**config.mk**
```make
export PLATFORM = sky130hd
export DESIGN_NAME = rscs_strap_config
export DESIGN_NICKNAME = d
export VERILOG_FILES = /design/src/rscs_pkg.sv /design/src/rscs_sync.sv /design/src/rscs_strap_config.sv
export VERILOG_INCLUDE_DIRS = /design/src
export SDC_FILE = /design/constraint.sdc
export NUM_CORES = 1
export LEC_CHECK = 0
export BUFFER_PORTS_ARGS = -buffer_cell sky130_fd_sc_hd__buf_2
export CAP_MARGIN = 30
export CORE_UTILIZATION = 45
export CTS_CLUSTER_DIAMETER = 120
export DETAILED_ROUTE_END_ITERATION = 8
export PLACE_DENSITY = 0.66
export SETUP_SLACK_MARGIN = 0.1
export SLEW_MARGIN = 10
export SYNTH_ARGS = -nofsm -noshare
export SYNTH_HDL_FRONTEND = slang
export SYNTH_SLANG_ARGS = --single-unit
```
**constraint.sdc**
```tcl
create_clock -name i_ref_clk -period 30.4 [get_ports i_ref_clk]
set_input_delay 3.04 -clock i_ref_clk [delete_from_list [all_inputs] [get_ports i_ref_clk]]
set_output_delay 3.04 -clock i_ref_clk [all_outputs]
set_load 0.01 [all_outputs]
```
**src/rscs_defs.svh**
```systemverilog
`ifndef RSCS_DEFS_SVH
`define RSCS_DEFS_SVH

// Pin and field geometry.
`define RSCS_GPIO_NUM 16
`define RSCS_CLK_OUT_NUM 12
`define RSCS_SEL_BASE_W 4
`define RSCS_PIN_IFACE_SEL 9
`define RSCS_PIN_MUST_HIGH 8

// Pin function masks used by parts whose factory block is unprogrammed.
`define RSCS_DEF_SEL_MASK 16'h000F
`define RSCS_DEF_ADDR_MASK 16'h0000
`define RSCS_DEF_EEDIS_MASK 16'h0000

// Register reset values: everything neutral, outputs off, pins as inputs.
`define RSCS_RST_IFACE_I2C 1'h1
`define RSCS_RST_ADDR_BIT2 1'h0
`define RSCS_RST_EEP_SEARCH 1'h1
`define RSCS_RST_CLK_OUT_EN 12'h000
`define RSCS_RST_GPIO_INPUT 16'hFFFF

// Field selectors on the two register write ports.
`define RSCS_FLD_IFACE 3'h0
`define RSCS_FLD_ADDR_BIT2 3'h1
`define RSCS_FLD_EEP_SEARCH 3'h2
`define RSCS_FLD_CLK_OUT_EN 3'h3
`define RSCS_FLD_GPIO_INPUT 3'h4

`endif

```
**src/rscs_pkg.sv**
```systemverilog
package rscs_pkg;

  typedef enum logic [3:0] {
    RSCS_ST_HOLD,
    RSCS_ST_CAPTURE,
    RSCS_ST_OTP_LOAD,
    RSCS_ST_EEP_LOAD,
    RSCS_ST_REG_EN,
    RSCS_ST_CLK_EN,
    RSCS_ST_PLL_CAL,
    RSCS_ST_PLL_LOCK,
    RSCS_ST_READY
  } rscs_state_t;

endpackage : rscs_pkg

```
**src/rscs_sync.sv**
```systemverilog
`include "rscs_defs.svh"

// Two-flop synchroniser for pins arriving from outside the clock domain.
module rscs_sync #(
  parameter int WIDTH = 1
) (
  input wire logic i_ref_clk, // System clock.
  input wire logic i_rstn, // Synchronous reset, active low.
  input wire logic [WIDTH-1:0] i_async, // Raw pin levels.
  input wire logic [WIDTH-1:0] i_rst_val, // Value held while in reset.
  output logic [WIDTH-1:0] o_sync // Synchronised levels.
);

  logic [WIDTH-1:0] stage1;

  always_ff @(posedge i_ref_clk) begin
    if (!i_rstn) begin
      stage1 <= i_rst_val;
      o_sync <= i_rst_val;
    end else begin
      stage1 <= i_async;
      o_sync <= stage1;
    end
  end

endmodule : rscs_sync

```
**src/rscs_strap_config.sv**
```systemverilog
// What this block does
// - Capture every GPIO level at reset release.
// - Pin 9 low selects SPI, high I2C.
// - Strap-derived register values stay software writable.
// - No address pin assigned gives bit zero.
// - Address pin ignored when SPI selected.
// - Several address pins: highest index wins.
// - Loaded configuration may overwrite strap values.
// - EEPROM-disable pin high skips EEPROM reads.
// - No disable pin: EEPROM search is attempted in I2C mode.
// - Several disable pins are ORed together.
// - No selection pins: pins 3..0 give index.
// - Undriven pulled-up default selection pins 3..0 select fifteen.
// - Selection pins ordered by index, lowest LSB.
// - Fewer than four pins: upper bits zero.
// - More than four pins widen the index.
// - Factory block assigns pin functions, else defaults.
// - Defaults: clock outputs off, GPIOs inputs.
// - Four sources: pins, OTP, EEPROM, defaults.
// - Load, regulators, clocks, PLL calibrate, lock.
// - OTP checksum failure shuts the load window; earlier writes stay.
// - SPI mode skips the EEPROM search.
`include "rscs_defs.svh"

module rscs_strap_config (
  input wire logic i_ref_clk, // System clock, 100 MHz.
  input wire logic i_rstn, // Synchronous reset, active low.
  input wire logic i_master_reset_in_low, // Master reset pin, active low, asynchronous.
  input wire logic [`RSCS_GPIO_NUM-1:0] i_gpio_pin, // GPIO pin levels, asynchronous.
  input wire logic i_info_programmed, // Factory information block is programmed.
  input wire logic [`RSCS_GPIO_NUM-1:0] i_info_sel_mask, // Pins assigned to configuration select.
  input wire logic [`RSCS_GPIO_NUM-1:0] i_info_addr_mask, // Pins assigned to address bit two.
  input wire logic [`RSCS_GPIO_NUM-1:0] i_info_eedis_mask, // Pins assigned to EEPROM disable.
  input wire logic i_otp_done, // OTP load step finished, pulse.
  input wire logic i_otp_cksum_err, // OTP image failed checksum, with done.
  input wire logic i_eep_done, // EEPROM step finished, pulse.
  input wire logic i_reg_done, // Regulators up, pulse.
  input wire logic i_clk_done, // Internal clocks running, pulse.
  input wire logic i_cal_done, // PLL calibration finished, pulse.
  input wire logic i_lock_done, // PLL locked to crystal, pulse.
  input wire logic i_cfg_wr_en, // Loaded configuration write strobe.
  input wire logic [2:0] i_cfg_wr_fld, // Loaded configuration field select.
  input wire logic [15:0] i_cfg_wr_data, // Loaded configuration write data.
  input wire logic i_ser_wr_en, // Serial port write strobe.
  input wire logic [2:0] i_ser_wr_fld, // Serial port field select.
  input wire logic [15:0] i_ser_wr_data, // Serial port write data.
  output logic o_captured, // Strap samples are valid.
  output logic [`RSCS_GPIO_NUM-1:0] o_strap_pins, // Captured pin levels.
  output logic o_strap_fault, // Pin 8 was low at capture.
  output logic [`RSCS_GPIO_NUM-1:0] o_cfg_index, // Stored configuration index.
  output logic [4:0] o_cfg_index_bits, // Significant bits of the index.
  output logic o_eep_disable, // EEPROM access disabled by strap.
  output logic o_iface_i2c, // Main serial port is I2C.
  output logic o_slave_addr_bit_two, // I2C slave base address bit two.
  output logic o_eep_search_en, // EEPROM search will run.
  output logic [`RSCS_CLK_OUT_NUM-1:0] o_clk_out_en, // Clock output enables.
  output logic [`RSCS_GPIO_NUM-1:0] o_gpio_is_input, // GPIO input-mode flags.
  output logic o_otp_load_req, // Request OTP configuration load.
  output logic o_otp_apply, // OTP data may be written to registers.
  output logic o_eep_load_req, // Request EEPROM search and load.
  output logic o_reg_en_req, // Enable internal regulators.
  output logic o_clk_en_req, // Start internal clocks.
  output logic o_pll_cal_req, // Calibrate analog PLL.
  output logic o_pll_lock_req, // Lock analog PLL to crystal.
  output logic o_ready // Start-up sequence complete.
);

  // Packs the masked pins in ascending index order, lowest index in bit 0.
  function automatic logic [`RSCS_GPIO_NUM-1:0] pack_pins(
    input logic [`RSCS_GPIO_NUM-1:0] pins,
    input logic [`RSCS_GPIO_NUM-1:0] mask
  );
    logic [`RSCS_GPIO_NUM-1:0] res;
    int pos;
    res = '0;
    pos = 0;
    for (int k = 0; k < `RSCS_GPIO_NUM; k++) begin
      if (mask[k]) begin
        res[pos[3:0]] = pins[k];
        pos = pos + 1;
      end
    end
    return res;
  endfunction : pack_pins

  // Number of pins set in a function mask.
  function automatic logic [4:0] count_pins(input logic [`RSCS_GPIO_NUM-1:0] mask);
    logic [4:0] n;
    n = 5'h00;
    for (int k = 0; k < `RSCS_GPIO_NUM; k++) begin
      n = n + {4'h0, mask[k]};
    end
    return n;
  endfunction : count_pins

  // Level of the highest-index pin in the mask, zero when the mask is empty.
  function automatic logic top_pin(
    input logic [`RSCS_GPIO_NUM-1:0] pins,
    input logic [`RSCS_GPIO_NUM-1:0] mask
  );
    logic v;
    v = 1'b0;
    for (int k = 0; k < `RSCS_GPIO_NUM; k++) begin
      if (mask[k]) begin
        v = pins[k];
      end
    end
    return v;
  endfunction : top_pin

  logic mr_sync;
  logic mr_prev;
  logic [`RSCS_GPIO_NUM-1:0] gpio_sync;
  logic mr_rise;
  logic mr_active;
  rscs_pkg::rscs_state_t state;
  rscs_pkg::rscs_state_t next_state;
  logic [`RSCS_GPIO_NUM-1:0] sel_mask;
  logic [`RSCS_GPIO_NUM-1:0] addr_mask;
  logic [`RSCS_GPIO_NUM-1:0] eedis_mask;
  logic [4:0] sel_count;
  logic strap_i2c;
  logic strap_addr;
  logic strap_eedis;
  logic cfg_hit;
  logic ser_hit;

  rscs_sync #(
    .WIDTH(`RSCS_GPIO_NUM + 1)
  ) u_pin_sync (
    .i_ref_clk(i_ref_clk),
    .i_rstn(i_rstn),
    .i_async({i_master_reset_in_low, i_gpio_pin}),
    .i_rst_val({1'b1, `RSCS_RST_GPIO_INPUT}),
    .o_sync({mr_sync, gpio_sync})
  );

  assign mr_active = !mr_sync;
  assign mr_rise = mr_sync && !mr_prev;

  always_ff @(posedge i_ref_clk) begin
    if (!i_rstn) begin
      mr_prev <= 1'b1;
    end else begin
      mr_prev <= mr_sync;
    end
  end

  // Pin function assignment: factory block if programmed, defaults otherwise.
  always_comb begin
    if (i_info_programmed) begin
      addr_mask = i_info_addr_mask;
      eedis_mask = i_info_eedis_mask;
      if (i_info_sel_mask == '0) begin
        sel_mask = `RSCS_DEF_SEL_MASK;
      end else begin
        sel_mask = i_info_sel_mask;
      end
    end else begin
      sel_mask = `RSCS_DEF_SEL_MASK;
      addr_mask = `RSCS_DEF_ADDR_MASK;
      eedis_mask = `RSCS_DEF_EEDIS_MASK;
    end
  end

  assign sel_count = count_pins(sel_mask);
  assign strap_i2c = gpio_sync[`RSCS_PIN_IFACE_SEL];
  assign strap_addr = strap_i2c ? top_pin(gpio_sync, addr_mask) : 1'b0;
  assign strap_eedis = |(gpio_sync & eedis_mask);

  // Strap capture; the captured copy is frozen until master reset returns.
  always_ff @(posedge i_ref_clk) begin
    if (!i_rstn) begin
      o_captured <= 1'b0;
      o_strap_pins <= '0;
      o_strap_fault <= 1'b0;
      o_cfg_index <= '0;
      o_cfg_index_bits <= 5'h00;
      o_eep_disable <= 1'b0;
    end else if (mr_active) begin
      o_captured <= 1'b0;
    end else if (mr_rise) begin
      o_captured <= 1'b1;
      o_strap_pins <= gpio_sync;
      o_strap_fault <= !gpio_sync[`RSCS_PIN_MUST_HIGH];
      // Unused upper bits come out as zero, so an all-high default picks 15.
      o_cfg_index <= pack_pins(gpio_sync, sel_mask);
      o_cfg_index_bits <= (sel_count < 5'(`RSCS_SEL_BASE_W)) ? 5'(`RSCS_SEL_BASE_W) : sel_count;
      o_eep_disable <= strap_eedis;
    end
  end

  assign cfg_hit = i_cfg_wr_en && o_otp_apply;
  assign ser_hit = i_ser_wr_en && (state == rscs_pkg::RSCS_ST_READY);

  // Interface select and address bit: strap first, then loaded data, then serial writes.
  always_ff @(posedge i_ref_clk) begin
    if (!i_rstn || mr_active) begin
      o_iface_i2c <= `RSCS_RST_IFACE_I2C;
      o_slave_addr_bit_two <= `RSCS_RST_ADDR_BIT2;
    end else if (mr_rise) begin
      o_iface_i2c <= strap_i2c;
      o_slave_addr_bit_two <= strap_addr;
    end else if (ser_hit && i_ser_wr_fld == `RSCS_FLD_IFACE) begin
      o_iface_i2c <= i_ser_wr_data[0];
    end else if (ser_hit && i_ser_wr_fld == `RSCS_FLD_ADDR_BIT2) begin
      o_slave_addr_bit_two <= i_ser_wr_data[0];
    end else if (cfg_hit && i_cfg_wr_fld == `RSCS_FLD_IFACE) begin
      o_iface_i2c <= i_cfg_wr_data[0];
    end else if (cfg_hit && i_cfg_wr_fld == `RSCS_FLD_ADDR_BIT2) begin
      o_slave_addr_bit_two <= i_cfg_wr_data[0];
    end
  end

  // EEPROM search enable follows the strap and the chosen interface.
  always_ff @(posedge i_ref_clk) begin
    if (!i_rstn || mr_active) begin
      o_eep_search_en <= `RSCS_RST_EEP_SEARCH;
    end else if (mr_rise) begin
      o_eep_search_en <= !strap_eedis && strap_i2c;
    end else if (ser_hit && i_ser_wr_fld == `RSCS_FLD_EEP_SEARCH) begin
      o_eep_search_en <= i_ser_wr_data[0];
    end else if (cfg_hit && i_cfg_wr_fld == `RSCS_FLD_EEP_SEARCH) begin
      o_eep_search_en <= i_cfg_wr_data[0];
    end
  end

  // Neutral register defaults until configuration data arrives.
  always_ff @(posedge i_ref_clk) begin
    if (!i_rstn || mr_active) begin
      o_clk_out_en <= `RSCS_RST_CLK_OUT_EN;
      o_gpio_is_input <= `RSCS_RST_GPIO_INPUT;
    end else if (ser_hit && i_ser_wr_fld == `RSCS_FLD_CLK_OUT_EN) begin
      o_clk_out_en <= i_ser_wr_data[`RSCS_CLK_OUT_NUM-1:0];
    end else if (ser_hit && i_ser_wr_fld == `RSCS_FLD_GPIO_INPUT) begin
      o_gpio_is_input <= i_ser_wr_data;
    end else if (cfg_hit && i_cfg_wr_fld == `RSCS_FLD_CLK_OUT_EN) begin
      o_clk_out_en <= i_cfg_wr_data[`RSCS_CLK_OUT_NUM-1:0];
    end else if (cfg_hit && i_cfg_wr_fld == `RSCS_FLD_GPIO_INPUT) begin
      o_gpio_is_input <= i_cfg_wr_data;
    end
  end

  // Loaded data reach the registers while a load step runs and for one cycle after it, unless an OTP checksum fault shut the window.
  always_ff @(posedge i_ref_clk) begin
    if (!i_rstn || mr_active) begin
      o_otp_apply <= 1'b0;
    end else if (state == rscs_pkg::RSCS_ST_OTP_LOAD && i_otp_cksum_err) begin
      // A checksum fault must shut the window even when the EEPROM step follows at once.
      o_otp_apply <= 1'b0;
    end else if (next_state == rscs_pkg::RSCS_ST_OTP_LOAD && state != rscs_pkg::RSCS_ST_OTP_LOAD) begin
      o_otp_apply <= 1'b1;
    end else if (next_state == rscs_pkg::RSCS_ST_EEP_LOAD && state != rscs_pkg::RSCS_ST_EEP_LOAD) begin
      o_otp_apply <= 1'b1;
    end else if (state != rscs_pkg::RSCS_ST_OTP_LOAD && state != rscs_pkg::RSCS_ST_EEP_LOAD) begin
      o_otp_apply <= 1'b0;
    end
  end

  // Start-up sequence after the strap capture.
  always_comb begin
    next_state = state;
    case (state)
      rscs_pkg::RSCS_ST_HOLD: begin
        if (mr_rise) begin
          next_state = rscs_pkg::RSCS_ST_CAPTURE;
        end
      end
      rscs_pkg::RSCS_ST_CAPTURE: begin
        next_state = rscs_pkg::RSCS_ST_OTP_LOAD;
      end
      rscs_pkg::RSCS_ST_OTP_LOAD: begin
        if (i_otp_done) begin
          if (o_eep_search_en && !o_eep_disable && o_iface_i2c) begin
            next_state = rscs_pkg::RSCS_ST_EEP_LOAD;
          end else begin
            next_state = rscs_pkg::RSCS_ST_REG_EN;
          end
        end
      end
      rscs_pkg::RSCS_ST_EEP_LOAD: begin
        if (i_eep_done) begin
          next_state = rscs_pkg::RSCS_ST_REG_EN;
        end
      end
      rscs_pkg::RSCS_ST_REG_EN: begin
        if (i_reg_done) begin
          next_state = rscs_pkg::RSCS_ST_CLK_EN;
        end
      end
      rscs_pkg::RSCS_ST_CLK_EN: begin
        if (i_clk_done) begin
          next_state = rscs_pkg::RSCS_ST_PLL_CAL;
        end
      end
      rscs_pkg::RSCS_ST_PLL_CAL: begin
        if (i_cal_done) begin
          next_state = rscs_pkg::RSCS_ST_PLL_LOCK;
        end
      end
      rscs_pkg::RSCS_ST_PLL_LOCK: begin
        if (i_lock_done) begin
          next_state = rscs_pkg::RSCS_ST_READY;
        end
      end
      rscs_pkg::RSCS_ST_READY: begin
        next_state = rscs_pkg::RSCS_ST_READY;
      end
      default: begin
        next_state = rscs_pkg::RSCS_ST_HOLD;
      end
    endcase
  end

  always_ff @(posedge i_ref_clk) begin
    if (!i_rstn || mr_active) begin
      state <= rscs_pkg::RSCS_ST_HOLD;
    end else begin
      state <= next_state;
    end
  end

  // Step requests are levels held for the whole of their step.
  assign o_otp_load_req = (state == rscs_pkg::RSCS_ST_OTP_LOAD);
  assign o_eep_load_req = (state == rscs_pkg::RSCS_ST_EEP_LOAD);
  assign o_reg_en_req = (state == rscs_pkg::RSCS_ST_REG_EN);
  assign o_clk_en_req = (state == rscs_pkg::RSCS_ST_CLK_EN);
  assign o_pll_cal_req = (state == rscs_pkg::RSCS_ST_PLL_CAL);
  assign o_pll_lock_req = (state == rscs_pkg::RSCS_ST_PLL_LOCK);
  assign o_ready = (state == rscs_pkg::RSCS_ST_READY);

endmodule : rscs_strap_config

```
==> impl_table.tex <==
\begin{tabular}{lr}
\hline
Metric & Value \\
\hline
\multicolumn{2}{l}{\textbf{Outcome}} \\
Result of the run & finished, final reports clean \\
\multicolumn{2}{l}{\textbf{STA}} \\
Worst max-slew margin expressed relative to the limit & 33.5\% \\
Share of the cycle needed by the critical path after routing & 51.7\% \\
Maximum clock skew at final layout & 0.0137 ns \\
Setup TNS & 0 ns \\
Final hold violation count & 0 \\
Slew at the pin closest to its max-slew limit & 0.991 ns \\
Clock period minus final worst setup slack & 15.70 ns \\
Number of pins with negative max-slew slack in the final report & 0 \\
Setup repair after global routing missed its margin & false \\
Maximum frequency from static timing analysis & 63.7 MHz \\
Hold WS & 0.398 ns \\
\# setup viols final & 0 \\
\multicolumn{2}{l}{\textbf{Logic synthesis}} \\
Total nets after synthesis & 1692 \\
Share of Yosys cell area claimed by the top area cell type & 19.7\% \\
Mapped cell area & 11300 um2 \\
Primary flip-flop cell chosen by synthesis mapping & sky130\_fd\_sc\_hd\_\_dfxtp\_1 \\
Portion of the post-synthesis area used by sequential elements & 19.7\% \\
Avg Synthesized Cell Area & 7.46 um2 \\
Async set-or-reset flop fraction in the synthesized netlist & 0\% \\
Top cell type by total area after synthesis & sky130\_fd\_sc\_hd\_\_dfxtp\_1 \\
Largest cells by area after synthesis & sky130\_fd\_sc\_hd\_\_dfxtp\_1 (20\%), sky130\_fd\_sc\_hd\_\_nand2\_1 (6.4\%), sky130\_fd\_sc\_hd\_\_ha\_1 (5.8\%), sky130\_fd\_sc\_hd\_\_mux2i\_1 (4.3\%), sky130\_fd\_sc\_hd\_\_nor2\_1 (3.9\%) \\
Unique masters post-synth & 92 \\
Yosys warning total & 0 \\
Post-synthesis cell count & 1514 \\
Number of enable flip-flop cells after synthesis & 0 \\
Count of state elements after synthesis & 111 \\
\multicolumn{2}{l}{\textbf{CTS}} \\
Clock sink count & 111 \\
Cell chosen for the clock root & sky130\_fd\_sc\_hd\_\_clkbuf\_16 \\
CTS Buf Count & 9 \\
Cts-stage hold buffer count & 0 \\
Clock transition at the registers of the reported paths & 0.09 ns \\
CTS H-tree lvls & 3 \\
Clock buffer depth & 2 \\
Clock network latency to the later pin of the worst-skew pair & 0.36 ns \\
Gates resized, CTS repair & 0 \\
Post-CTS Repair Setup Buffers & 0 \\
Clock tree from TritonCTS & built \\
\multicolumn{2}{l}{\textbf{Drt}} \\
Met3 wire length & 3980 um \\
Remaining number of nets flagged by the antenna check after routing & 0 \\
Via density & 6.46 \\
Mean routed wirelength per cell & 22.5 um \\
Routed wire length on met2 & 20300 um \\
Total vias in the final route & 12700 \\
Top Metal Used & met4 \\
Met1 routed wirelength after detailed routing & 18500 um \\
Total DRC errors in the routed layout & 0 \\
Detailed Routing Iterations Pass 1 & 6 \\
Violation count after the first detailed-routing iteration & 1311 \\
Total wire length after detailed routing & 44300 um \\
\multicolumn{2}{l}{\textbf{Setup path}} \\
Cell with the largest stage delay on the worst path & sky130\_fd\_sc\_hd\_\_or4\_1 \\
Kind of start point of the critical path & input port \\
Required arrival time at the worst endpoint & 30.65 ns \\
Cell family with the largest share of critical-path delay & compound AO/OA/AOI/OAI gates \\
Largest incremental delay on the critical path & 0.60 ns \\
Arrival time of the worst setup path & 15.95 ns \\
Most common cell type on the critical path & sky130\_fd\_sc\_hd\_\_ha\_1 \\
CP Class & input port to flip-flop \\
CP Capture Type & flip-flop \\
Worst-path maximum fanout & 27 \\
Worst path buffer plus inverter count & 5 \\
\multicolumn{2}{l}{\textbf{Place}} \\
Placed Instance Area & 12400 um2 \\
Half-perimeter wire length after placement & 34700 um \\
RePlAce Congestion & 1.01 \\
Count of input and output buffers & 193 \\
\multicolumn{2}{l}{\textbf{Power and ir drop}} \\
Portion of total power attributed to sequential cells & 22.8\% \\
Fraction of power consumed by the clock network & 17.7\% \\
Sw Ratio & 50.4\% \\
Maximum ir drop on the vdd rail & 0.0000464 V \\
Portion of total power attributed to combinational logic & 59.5\% \\
Total internal power & 338 uW \\
Pwr/cell area & 53.4 nW/um2 \\
Cell leakage power & 0.00523 uW \\
Switching power & 343 uW \\
\multicolumn{2}{l}{\textbf{Die}} \\
Core Box Area & 24500 um2 \\
Width of the die & 160 um \\
Ports & 194 \\
Overall die area & 25700 um2 \\
Floorplan die height & 160 um \\
Initial core utilization & 46.2\% \\
Floorplan row count & 57 \\
\multicolumn{2}{l}{\textbf{Cells and area}} \\
NumNets Final & 1816 \\
Layout cell share with drive strength beyond 1 & 17.2\% \\
Final cell area excluding filler cells & 12800 um2 \\
Layout filler cell count & 2444 \\
Area grow syn2layout & 13.0\% \\
Fin util & 52.2\% \\
\multicolumn{2}{l}{\textbf{Flow run}} \\
Max-capacitance violation count & 0 \\
\multicolumn{2}{l}{\textbf{Global routing}} \\
Initial antenna violation count & 1 \\
Wire length of the first global-routing pass & 68600 um \\
Combined global-route utilization of all metal layers & 33.7\% \\
Number of global-route vias before repair & 11900 \\
Maximum number of pins on one net before global-route repair & 64 \\
Sum of overflow across all layers after global routing & 0 \\
\multicolumn{2}{l}{\textbf{Hold path}} \\
Worst Hold Class & flip-flop to flip-flop \\
\hline
\end{tabular}
-- final timing paths --
check	from	to	slack (ns)	cells past startpoint
min reg2reg	u_pin_sync.stage1[6]	u_pin_sync.o_sync[6]	0.40	1
max reg2reg	u_pin_sync.o_sync[0]	o_slave_addr_bit_two	26.97	15
min	u_pin_sync.stage1[6]	u_pin_sync.o_sync[6]	0.40	1
max	i_info_sel_mask[8]	o_cfg_index[3]	14.70	51
-- area by class of cell --
cell class              instances  area, um2  area share [%]
flip-flops and latches        111       2220            17.4
multi-input cells            1240       8460            66.2
diodes                          1       2.50          0.0196
repair buffers                218       1160            9.10
inverters                      58        218            1.71
clock buffers                  10        239            1.87
clock inverters                 6       61.3           0.480
well taps                     324        405            3.18
-- metal layers --
| metal | up-vias | global-route usage (%) |
|---|---|---|
| met1 | 6016 | 43.7 |
| met2 | 702 | 55.5 |
| met3 | 99 | 6.77 |
| met5 | - | 0 |
| li1 | 5898 | - |
| met4 | 0 | 11.7 |
-- logic make-up (layout without fill, tap and decap cells) --
group                    Yosys count  in the layout  synth area share, %
AO/OA/AOI/OAI                    444            444                 28.9
AND/OR/NAND/NOR                  617            617                 26.9
adder cells (fa/ha/maj)           63             63                 7.71
other                              0              1                    0
buffers and inverters            163            292                 5.57
multiplexers                      61             61                 5.54
XOR/XNOR                          55             55                 5.74
flip-flops                       111            111                 19.7
-- cell usage after synthesis, drive strengths merged, types with 13 or more instances --
library cell and number:
nand2 192, nor2 119, dfxtp 111, clkbuf 90, o21ai 67, inv 57
nand3 55, a21oi 54, ha 52, mux2i 49, nand2b 49, nor3 45
xnor2 35, o211ai 32, and3 31, a31oi 29, a22oi 27, nor4 27
a211oi 23, o22ai 22, a21boi 20, or3 19, nand4 17, and2 15
buf 15, nor2b 14, o32ai 14, a221oi 13
-- cells in the final DEF (no fill, tap or decap), types with 10 or more instances in the layout --
master	instances
sky130_fd_sc_hd__o32ai_1	14
sky130_fd_sc_hd__nor4_1	26
sky130_fd_sc_hd__nand4_1	17
sky130_fd_sc_hd__a21boi_0	19
sky130_fd_sc_hd__o22ai_1	21
sky130_fd_sc_hd__a21oi_1	53
sky130_fd_sc_hd__a31oi_1	28
sky130_fd_sc_hd__o21ai_1	15
sky130_fd_sc_hd__o31ai_1	11
sky130_fd_sc_hd__a211oi_1	22
sky130_fd_sc_hd__inv_1	57
sky130_fd_sc_hd__a32oi_1	10
sky130_fd_sc_hd__or3_1	18
sky130_fd_sc_hd__nor2b_1	13
sky130_fd_sc_hd__buf_4	21
sky130_fd_sc_hd__nor3_1	45
sky130_fd_sc_hd__ha_1	52
sky130_fd_sc_hd__a221oi_1	13
sky130_fd_sc_hd__o21ai_0	52
sky130_fd_sc_hd__a221o_1	11
sky130_fd_sc_hd__nand2b_1	49
sky130_fd_sc_hd__o211ai_1	30
sky130_fd_sc_hd__buf_2	193
sky130_fd_sc_hd__mux2_2	12
sky130_fd_sc_hd__nand2_1	192
sky130_fd_sc_hd__nor2_1	117
sky130_fd_sc_hd__a22oi_1	27
sky130_fd_sc_hd__mux2i_1	49
sky130_fd_sc_hd__dfxtp_1	111
sky130_fd_sc_hd__fa_1	11
sky130_fd_sc_hd__and2_1	15
sky130_fd_sc_hd__xnor2_1	33
sky130_fd_sc_hd__and3_1	31
sky130_fd_sc_hd__nand3_1	55
-- flip-flops by register name, summed over array words and instances, names as in the netlist --
signal,flops
o_otp_apply,1
u_pin_sync.o_sync,17
o_strap_pins,16
u_pin_sync.stage1,17
mr_prev,1
o_slave_addr_bit_two,1
state,4
o_gpio_is_input,16
o_captured,1
o_iface_i2c,1
o_clk_out_en,12
o_strap_fault,1
o_cfg_index_bits,5
o_eep_disable,1
o_eep_search_en,1
o_cfg_index,16
-- per-stage QoR --
| step | total power [uW] | instances | worst slack [ns] |
|---|---|---|---|
| floorplan | 433 | 1514 | 16.59 |
| global route | 717 | 1967 | 13.70 |
| CTS | 668 | 1963 | 14.87 |
| detailed placement | 547 | 1947 | 14.58 |
| finish | 682 | 1968 | 14.70 |
| global placement | 550 | 1946 | 14.92 |
-- power groups by stage --
stage	Sequential [uW]	Clock [uW]	Combinational, uW
2_1_floorplan	156	0	277
3_3_place_gp	159	0	391
3_5_place_dp	159	0	388
4_1_cts	155	122	391
5_1_grt	156	127	435
6_report	155	121	406
Note: power is estimated with default switching activity, not from simulation.
